**config.mk**
```make
export PLATFORM = sky130hd
export DESIGN_NAME = csb_branch_unit
export DESIGN_NICKNAME = d
export VERILOG_FILES = /design/src/logic/csb_pkg.sv /design/src/logic/csb_cycle_timer.sv /design/src/logic/csb_branch_unit.sv
export VERILOG_INCLUDE_DIRS = /design/src /design/src/logic
export SDC_FILE = /design/constraint.sdc
export NUM_CORES = 1
export LEC_CHECK = 0
export BUFFER_PORTS_ARGS = -buffer_cell sky130_fd_sc_hd__clkbuf_2
export CORE_MARGIN = 5
export CORE_UTILIZATION = 50
export DETAILED_ROUTE_END_ITERATION = 16
export GPL_TIMING_DRIVEN = 0
export PLACE_DENSITY = 0.84
export RECOVER_POWER = 25
export REMOVE_ABC_BUFFERS = 1
export SKIP_CTS_REPAIR_TIMING = 1
export SLEW_MARGIN = 10
export SYNTH_ARGS = -nofsm -noshare
export SYNTH_HDL_FRONTEND = slang
export SYNTH_SLANG_ARGS = --single-unit
```
**constraint.sdc**
```tcl
create_clock -name clk_i -period 3.5 [get_ports clk_i]
set_input_delay 0 -clock clk_i [delete_from_list [all_inputs] [get_ports clk_i]]
set_output_delay 0 -clock clk_i [all_outputs]
set_load 0.01 [all_outputs]
```
**src/logic/csb_defines.svh**
```systemverilog
/*
 * Constants of the short conditional branch unit: opcodes, flag positions,
 * displacement masks and clock counts.
 * Assumes it is included by bare name from csb_branch_unit.
 */
// Notes on behaviour
// RULE_01: Opcode 72 with a displacement byte branches when the carry flag is one.
// RULE_02: Opcode 76 with a displacement byte branches when carry or zero flag is one.
// RULE_03: Opcode E3 with a displacement byte branches only when the count register is zero.
// RULE_04: A false condition continues at the next sequential instruction.
// RULE_05: A taken branch sign-extends the displacement by filling the upper byte.
// RULE_06: A taken branch adds the extended displacement to the pointer modulo 2^16.
// RULE_07: None of these branches alters any status flag, taken or not.
// RULE_08: The carry and carry-or-zero forms last 13 clocks taken and 4 clocks not taken.
// RULE_09: The count-zero form lasts 15 clocks taken and 5 clocks not taken.
// RULE_10: Synonym names share an opcode and the unit tells branches apart by opcode alone.
// RULE_11: Software reaching beyond the 8-bit range skips a long jump with the inverse branch.
// RULE_12: The displacement is the byte after the opcode, relative to the next instruction.
`ifndef CSB_DEFINES_SVH
`define CSB_DEFINES_SVH

`define CSB_OP_BELOW       8'h72
`define CSB_OP_BELOW_EQ    8'h76
`define CSB_OP_COUNT_ZERO  8'hE3

`define CSB_CARRY_BIT      0
`define CSB_ZERO_BIT       6

`define CSB_EXT_NEG_MASK   16'hFF00
`define CSB_EXT_POS_MASK   16'h00FF
`define CSB_INSTR_LEN      16'h0002
`define CSB_COUNT_ZERO_VAL 16'h0000

`define CSB_FLAG_TAKEN_CLK 5'h0D
`define CSB_FLAG_SKIP_CLK  5'h04
`define CSB_CNT_TAKEN_CLK  5'h0F
`define CSB_CNT_SKIP_CLK   5'h05
`define CSB_TMR_BIAS       5'h02
`define CSB_LAST_BIAS      5'h01

`endif

```
**src/logic/csb_pkg.sv**
```systemverilog
/*
 * Types of the short conditional branch unit.
 * Assumes csb_defines.svh is on the include path.
 */
`default_nettype none
package csb_pkg;
   // One byte from the prefetch stream with its valid bit
   typedef struct packed {
      logic       valid;
      logic [7:0] data;
   } csb_byte_t;

   // Result handed back to the core when the branch completes
   typedef struct packed {
      logic        taken;
      logic [15:0] instr_ptr;
      logic [15:0] flags;
   } csb_result_t;

   typedef enum logic {CSB_IDLE, CSB_RUN} csb_state_t;
endpackage
`default_nettype wire

```
**src/logic/csb_cycle_timer.sv**
```systemverilog
/*
 * Down counter that paces a branch to the clock count of its form.
 * Assumes load arrives as a single-cycle pulse from the same clock domain.
 */
`default_nettype none
module csb_cycle_timer (
   input  wire logic       clk_i,      // Core clock
   input  wire logic       sys_rst_i,  // Async reset, active high
   input  wire logic       load_i,     // Start a new count
   input  wire logic [4:0] load_val_i, // Cycles to wait
   output logic            zero_o      // Count has run out
);
   logic [4:0] cnt_r;
   logic [4:0] cnt_nxt;

   // Saturate at zero so a late displacement simply waits
   assign cnt_nxt = load_i ? load_val_i : ((cnt_r == 5'h00) ? 5'h00 : 5'(cnt_r - 5'h01));
   assign zero_o  = (cnt_r == 5'h00);

   // Counter register
   always_ff @(posedge clk_i or posedge sys_rst_i) begin
      if (sys_rst_i) begin
         cnt_r <= 5'h00;
      end else begin
         cnt_r <= cnt_nxt;
      end
   end
endmodule // csb_cycle_timer
`default_nettype wire

```
**src/logic/csb_branch_unit.sv**
```systemverilog
/*
 * Decode and execute of the short conditional branches on carry, on
 * carry-or-zero and on count register zero.
 * Assumes the prefetch stream and core state arrive from the same clock.
 */
`default_nettype none
`include "csb_defines.svh"
module csb_branch_unit (
   input  wire logic                 clk_i,          // Core clock, 10 MHz
   input  wire logic                 sys_rst_i,      // Async reset, active high
   input  wire csb_pkg::csb_byte_t   opcode_i,       // Opcode byte offer
   output logic                      opcode_ready_o, // Opcode accepted
   input  wire csb_pkg::csb_byte_t   disp_i,         // Displacement byte offer
   output logic                      disp_ready_o,   // Displacement accepted
   input  wire logic [15:0]          instr_ptr_i,    // Address of the opcode byte
   input  wire logic [15:0]          flags_i,        // Status flags at decode
   input  wire logic [15:0]          count_reg_i,    // Count register at decode
   output logic                      done_o,         // Branch completes, one cycle
   output var csb_pkg::csb_result_t  result_o        // Outcome, registered
);
   // Decode is by opcode byte alone, so synonyms cannot differ
   function automatic logic is_ours(input logic [7:0] op);
      is_ours = (op == `CSB_OP_BELOW) || (op == `CSB_OP_BELOW_EQ) ||
                (op == `CSB_OP_COUNT_ZERO);                           // RULE_10
   endfunction

   function automatic logic is_count_form(input logic [7:0] op);
      is_count_form = (op == `CSB_OP_COUNT_ZERO);
   endfunction

   // Registered state of the branch in flight
   csb_pkg::csb_state_t state_r;
   csb_pkg::csb_state_t state_nxt;
   logic        taken_r;
   logic [15:0] instr_ptr_r;
   logic [7:0]  disp_seen_r;
   logic [15:0] flags_r;
   logic [15:0] target_r;
   logic        have_disp_r;
   logic [7:0]  op_r;
   logic        late_r;
   logic [4:0]  cyc_r;
   logic        tmr_zero;

   wire logic        idle     = (state_r == csb_pkg::CSB_IDLE);
   wire logic        accept   = idle && opcode_i.valid && is_ours(opcode_i.data);
   wire logic        carry_in = flags_i[`CSB_CARRY_BIT];
   wire logic        zero_in  = flags_i[`CSB_ZERO_BIT];

   // Condition selection per opcode
   wire logic cond_below  = carry_in;                                  // RULE_01
   wire logic cond_beq    = carry_in | zero_in;                        // RULE_02
   wire logic cond_cnt    = (count_reg_i == `CSB_COUNT_ZERO_VAL);      // RULE_03
   wire logic cond_now    = (opcode_i.data == `CSB_OP_BELOW)    ? cond_below :
                            (opcode_i.data == `CSB_OP_BELOW_EQ) ? cond_beq   : cond_cnt;

   // Clock count chosen at decode; the timer ends two cycles short of it
   wire logic [4:0] flag_clk = cond_now ? `CSB_FLAG_TAKEN_CLK : `CSB_FLAG_SKIP_CLK; // RULE_08
   wire logic [4:0] cnt_clk  = cond_now ? `CSB_CNT_TAKEN_CLK : `CSB_CNT_SKIP_CLK;   // RULE_09
   wire logic [4:0] tmr_val  = 5'((is_count_form(opcode_i.data) ? cnt_clk : flag_clk)
                                  - `CSB_TMR_BIAS);

   // Displacement handshake and completion
   wire logic disp_take = !idle && !have_disp_r && disp_i.valid;       // RULE_12
   assign opcode_ready_o = idle && opcode_i.valid && is_ours(opcode_i.data);
   assign disp_ready_o   = !idle && !have_disp_r;
   assign done_o         = !idle && have_disp_r && tmr_zero;

   // Target: next instruction plus the sign-extended displacement
   wire logic [15:0] disp_w   = {8'h00, disp_i.data};
   wire logic [15:0] ext_disp = disp_i.data[7] ? (`CSB_EXT_NEG_MASK | disp_w)
                                               : (`CSB_EXT_POS_MASK & disp_w); // RULE_05
   wire logic [15:0] next_ptr = 16'(instr_ptr_r + `CSB_INSTR_LEN);             // RULE_12
   wire logic [15:0] jump_ptr = 16'(next_ptr + ext_disp);                      // RULE_06
   wire logic [15:0] target   = taken_r ? jump_ptr : next_ptr;                 // RULE_04

   // Next state; a branch leaves busy only on its completion pulse
   always_comb begin
      state_nxt = state_r;
      case (state_r)
         csb_pkg::CSB_IDLE: begin
            if (accept) begin
               state_nxt = csb_pkg::CSB_RUN;
            end
         end
         csb_pkg::CSB_RUN: begin
            if (done_o) begin
               state_nxt = csb_pkg::CSB_IDLE;
            end
         end
         default: begin
            state_nxt = csb_pkg::CSB_IDLE;
         end
      endcase
   end

   csb_cycle_timer i_csb_cycle_timer (
      .clk_i      (clk_i),
      .sys_rst_i  (sys_rst_i),
      .load_i     (accept),
      .load_val_i (tmr_val),
      .zero_o     (tmr_zero)
   );

   // Sequencer state
   always_ff @(posedge clk_i or posedge sys_rst_i) begin
      if (sys_rst_i) begin
         state_r <= csb_pkg::CSB_IDLE;
      end else begin
         state_r <= state_nxt;
      end
   end

   // Capture at decode; flags are only copied, never rewritten
   always_ff @(posedge clk_i or posedge sys_rst_i) begin
      if (sys_rst_i) begin
         taken_r     <= 1'b0;
         instr_ptr_r <= 16'h0000;
         flags_r     <= 16'h0000;
         op_r        <= 8'h00;
      end else if (accept) begin
         taken_r     <= cond_now;
         instr_ptr_r <= instr_ptr_i;
         flags_r     <= flags_i;                                       // RULE_07
         op_r        <= opcode_i.data;
      end
   end

   // Displacement capture; a late byte stretches the instruction
   always_ff @(posedge clk_i or posedge sys_rst_i) begin
      if (sys_rst_i) begin
         have_disp_r <= 1'b0;
         target_r    <= 16'h0000;
         late_r      <= 1'b0;
      end else begin
         have_disp_r <= disp_take ? 1'b1 : (done_o ? 1'b0 : have_disp_r);
         late_r      <= accept ? 1'b0 : (late_r | (disp_take & tmr_zero));
         if (disp_take) begin
            target_r <= target;
         end
      end
   end

   // Cycles since decode, read by the checks below
   always_ff @(posedge clk_i or posedge sys_rst_i) begin
      if (sys_rst_i) begin
         cyc_r <= 5'h00;
      end else begin
         cyc_r <= accept ? `CSB_LAST_BIAS : (idle ? 5'h00 : 5'(cyc_r + 5'h01));
      end
   end

   assign result_o = '{taken: taken_r, instr_ptr: target_r, flags: flags_r};

   // Checker copy of the displacement byte, kept apart from the target path so that
   // the target check below does not lean on the logic that it judges
   always_ff @(posedge clk_i or posedge sys_rst_i) begin
      if (sys_rst_i) begin
         disp_seen_r <= 8'h00;
      end else if (disp_take) begin
         disp_seen_r <= disp_i.data;
      end
   end
endmodule // csb_branch_unit
`default_nettype wire

```
==> flow_metrics.env <==
export IMPL_antenna_found_initial=0
export IMPL_clock_skew_final_ns=0.00516
export IMPL_grt_usage=0.207
export IMPL_syn_area_um2=3510
export IMPL_synth_top_area_frac=0.399
export IMPL_syn_inst=408
export IMPL_drv_cap=0
export IMPL_dr_total_vias=3397
export IMPL_violations="negative hold slack"
export IMPL_ant_nets=0
export IMPL_clkSlewWorstSetupHoldPaths_ns=0.11
export IMPL_io_pins=104
export IMPL_avgViaCountPerCell=5.32
export IMPL_dr_pass1_iters=5
export IMPL_die_w_um=93.8
export IMPL_power_internal_uw=1410
export IMPL_dp_hpwl_um=6780
export IMPL_cp_data_arrival_time_ns=3.27
export IMPL_area_delta_synth_final_pct=31.0
export IMPL_fin_tns_setup_ns=0
export IMPL_post_route_period_util=0.876
export IMPL_grt_pass1_vias=3209
export IMPL_placementRows=30
export IMPL_drive_above_1_share=0.227
export IMPL_finalMaxSlewViolations=0
export IMPL_hp_class="in2reg"
export IMPL_ctsHtreeMaxLevel=2
export IMPL_slew_headroom=0.241
export IMPL_drt_wl_total_um=9580
export IMPL_path_max_fanout=6
export IMPL_dieArea_um2=8810
export IMPL_pwr_density_cell_nw_per_um2=488
export IMPL_switching_power_uw=833
export IMPL_diodes=0
export IMPL_crit_path_start_kind="register"
export IMPL_dominantRegCellSynth="dfrtp_1"
export IMPL_yosysWarnings=0
export IMPL_hold_path_cell_count=3
export IMPL_num_nets_final=632
export IMPL_worstReg2RegStart="instr_ptr_r[3]"
export IMPL_async_reset_ff_frac=1.00
export IMPL_clock_path_buffers=2
export IMPL_syn_avg_cell_area_um2=8.61
export IMPL_cts_made_buffers=5
export IMPL_wl_per_cell_um=15.0
export IMPL_synth_top_area_cell="dfrtp_1"
export IMPL_cts_num_sinks=56
export IMPL_seq_area_frac_synth=0.399
export IMPL_portBuffers=103
export IMPL_clk_latency_ns=0.31
export IMPL_grt_max_degree=35
export IMPL_fill_cells=572
export IMPL_clkPwrFrac=0.200
export IMPL_coreArea_um2=6830
export IMPL_holdPathEnd="state_r"
export IMPL_r2r_setup_slack_ns=0.43
export IMPL_ys_ff_latch=56
export IMPL_hold_violations=1
export IMPL_ff2ff_path_depth=11
export IMPL_place_congestion=0.866
export IMPL_ys_top_cells_by_count="nand2_1, dfrtp_1, a21oi_1, nor2_1, ha_1"
export IMPL_cts_tree="yes"
export IMPL_tightest_slew_ns=1.14
export IMPL_hold_path_startpoint="opcode_i[8]"
export IMPL_synth_area_leaders="dfrtp_1, nand2_1, ha_1, a21oi_1, xnor2_1"
export IMPL_rsz0062_at_grt="no"
export IMPL_switching_share=0.371
export IMPL_synthMostInstantiatedCell="nand2_1"
export IMPL_drtIter0Drc=207
export IMPL_period_minus_slack_ns=3.07
export IMPL_worst_ep_required_time_ns=3.71
export IMPL_drc=0
export IMPL_setup_viol=0
export IMPL_ys_types=53
export IMPL_r2r_end="target_r[15]"
export IMPL_combPwrFrac=0.376
export IMPL_grt_overflow=0
export IMPL_pwr_share_seq=0.424
export IMPL_synth_edf_count=0
export IMPL_max_freq_ghz=0.326
export IMPL_p_leak_uw=0.00235
export IMPL_hold_worst_slack_ns=-0.0285
export IMPL_outcome="finished with violations"
export IMPL_peakVddDrop_uv=261
export IMPL_grt_pass1_wl_um=14800
export IMPL_crit_type="reg2reg"
export IMPL_start_util=0.514
export IMPL_fp_dieH_um=93.8
export IMPL_critPathCaptureType="register"
export IMPL_clk_root_buffer_cell="clkbuf_8"
==> power groups by stage <==
stage | registers, uW | logic, uW | clock network, uW
2_1_floorplan | 992 | 500 | 0
3_3_place_gp | 957 | 793 | 0
3_5_place_dp | 964 | 826 | 0
4_1_cts | 953 | 828 | 459
5_1_grt | 976 | 951 | 486
6_report | 953 | 844 | 449
==> worst max-delay path, cell delays in order (launching register included) <==
cell and delay [ns]:
dfrtp_1 0.46, and4_4 0.29, and3_1 0.24, nand2_1 0.09
xnor2_1 0.31, ha_1 0.36, a21oi_1 0.34, o21a_1 0.21
and3_1 0.24, a2111oi_4 0.09, nor4_1 0.27, nand2_1 0.07
==> how the worst max path moves through the flow <==
stage	to	from	slack, ns
after global routing	target_r[13]	instr_ptr_r[3]	0.21
after global placement	target_r[13]	instr_ptr_r[3]	0.55
after detailed placement	target_r[13]	instr_ptr_r[3]	0.50
after floorplan	target_r[15]	instr_ptr_r[7]	0.86
after CTS	target_r[13]	instr_ptr_r[3]	0.47
final	target_r[15]	instr_ptr_r[3]	0.43
==> logic make-up (layout without fill, tap and decap cells) <==
kind of cell,after synthesis,count (layout),synth area share
AND/OR/NAND/NOR,203,203,0.267
AO/OA/AOI/OAI,78,78,0.156
flip-flops,56,56,0.399
XOR/XNOR,23,23,0.0595
adder cells (fa/ha/maj),22,22,0.0805
buffers and inverters,21,156,0.0239
multiplexers,5,5,0.0153
==> metrics by stage <==
step / cells / instance area (um2) / power, uW / setup slack [ns] / util
after floorplan: 396 / 3460 / 1490 / 0.861 / -
after global placement: 595 / 4100 / 1750 / 0.546 / 0.600
after detailed placement: 597 / 4160 / 1790 / 0.497 / 0.609
after CTS: 605 / 4270 / 2240 / 0.468 / 0.626
after global routing: 639 / 4600 / 2410 / 0.213 / 0.674
final: 639 / 4600 / 2250 / 0.434 / 0.674
==> layer usage <==
metal	up-vias	GRT usage	wire length [um]
li1	1701	-	-
met4	0	0.0373	83
met5	-	0	0
met3	9	0.0457	553
met1	1588	0.271	4160
met2	99	0.355	4780
==> layout by cell type, fill, tap and decap left out, types with 2 or more instances in the layout <==
| cell | count |
|---|---|
| mux2i_1 | 2 |
| clkbuf_8 | 5 |
| nor3b_1 | 2 |
| and3_1 | 7 |
| o21ai_0 | 15 |
| dfrtp_1 | 56 |
| nand2_1 | 122 |
| nor2b_1 | 2 |
| clkbuf_2 | 94 |
| or4_1 | 2 |
| a211o_1 | 3 |
| mux2_2 | 3 |
| xnor2_1 | 13 |
| and4_1 | 3 |
| nand4_1 | 3 |
| o211ai_1 | 7 |
| ha_1 | 21 |
| nor4_1 | 7 |
| inv_1 | 6 |
| dlygate4sd3_1 | 34 |
| a2111oi_2 | 2 |
| a22oi_1 | 4 |
| clkbuf_1 | 9 |
| nor3_1 | 5 |
| o21a_1 | 3 |
| a211oi_1 | 4 |
| a21o_1 | 3 |
| nand2b_1 | 5 |
| and4_4 | 2 |
| nor2_1 | 22 |
| nand3_1 | 11 |
| xor2_1 | 9 |
| a21oi_1 | 24 |
| o21ai_1 | 2 |
| inv_2 | 3 |
| or3_1 | 5 |
==> registers in the layout, indices dropped and copies added, names as in the netlist <==
name and count:
state_r 1, i_csb_cycle_timer.cnt_r 5, have_disp_r 1, target_r 16, instr_ptr_r 16, taken_r 1, flags_r 16
==> cell type report <==
type / instances / area [um2] / share of cell area
Tap cell: 96 / 120 / 0.0261
Sequential cell: 56 / 1400 / 0.304
Multi-Input combinational cell: 331 / 2040 / 0.443
Clock buffer: 5 / 68.8 / 0.0149
Timing Repair Buffer: 139 / 892 / 0.194
Inverter: 9 / 33.8 / 0.00734
Clock inverter: 3 / 46.3 / 0.0101
No activity file was read; power rests on OpenSTA's default activity.
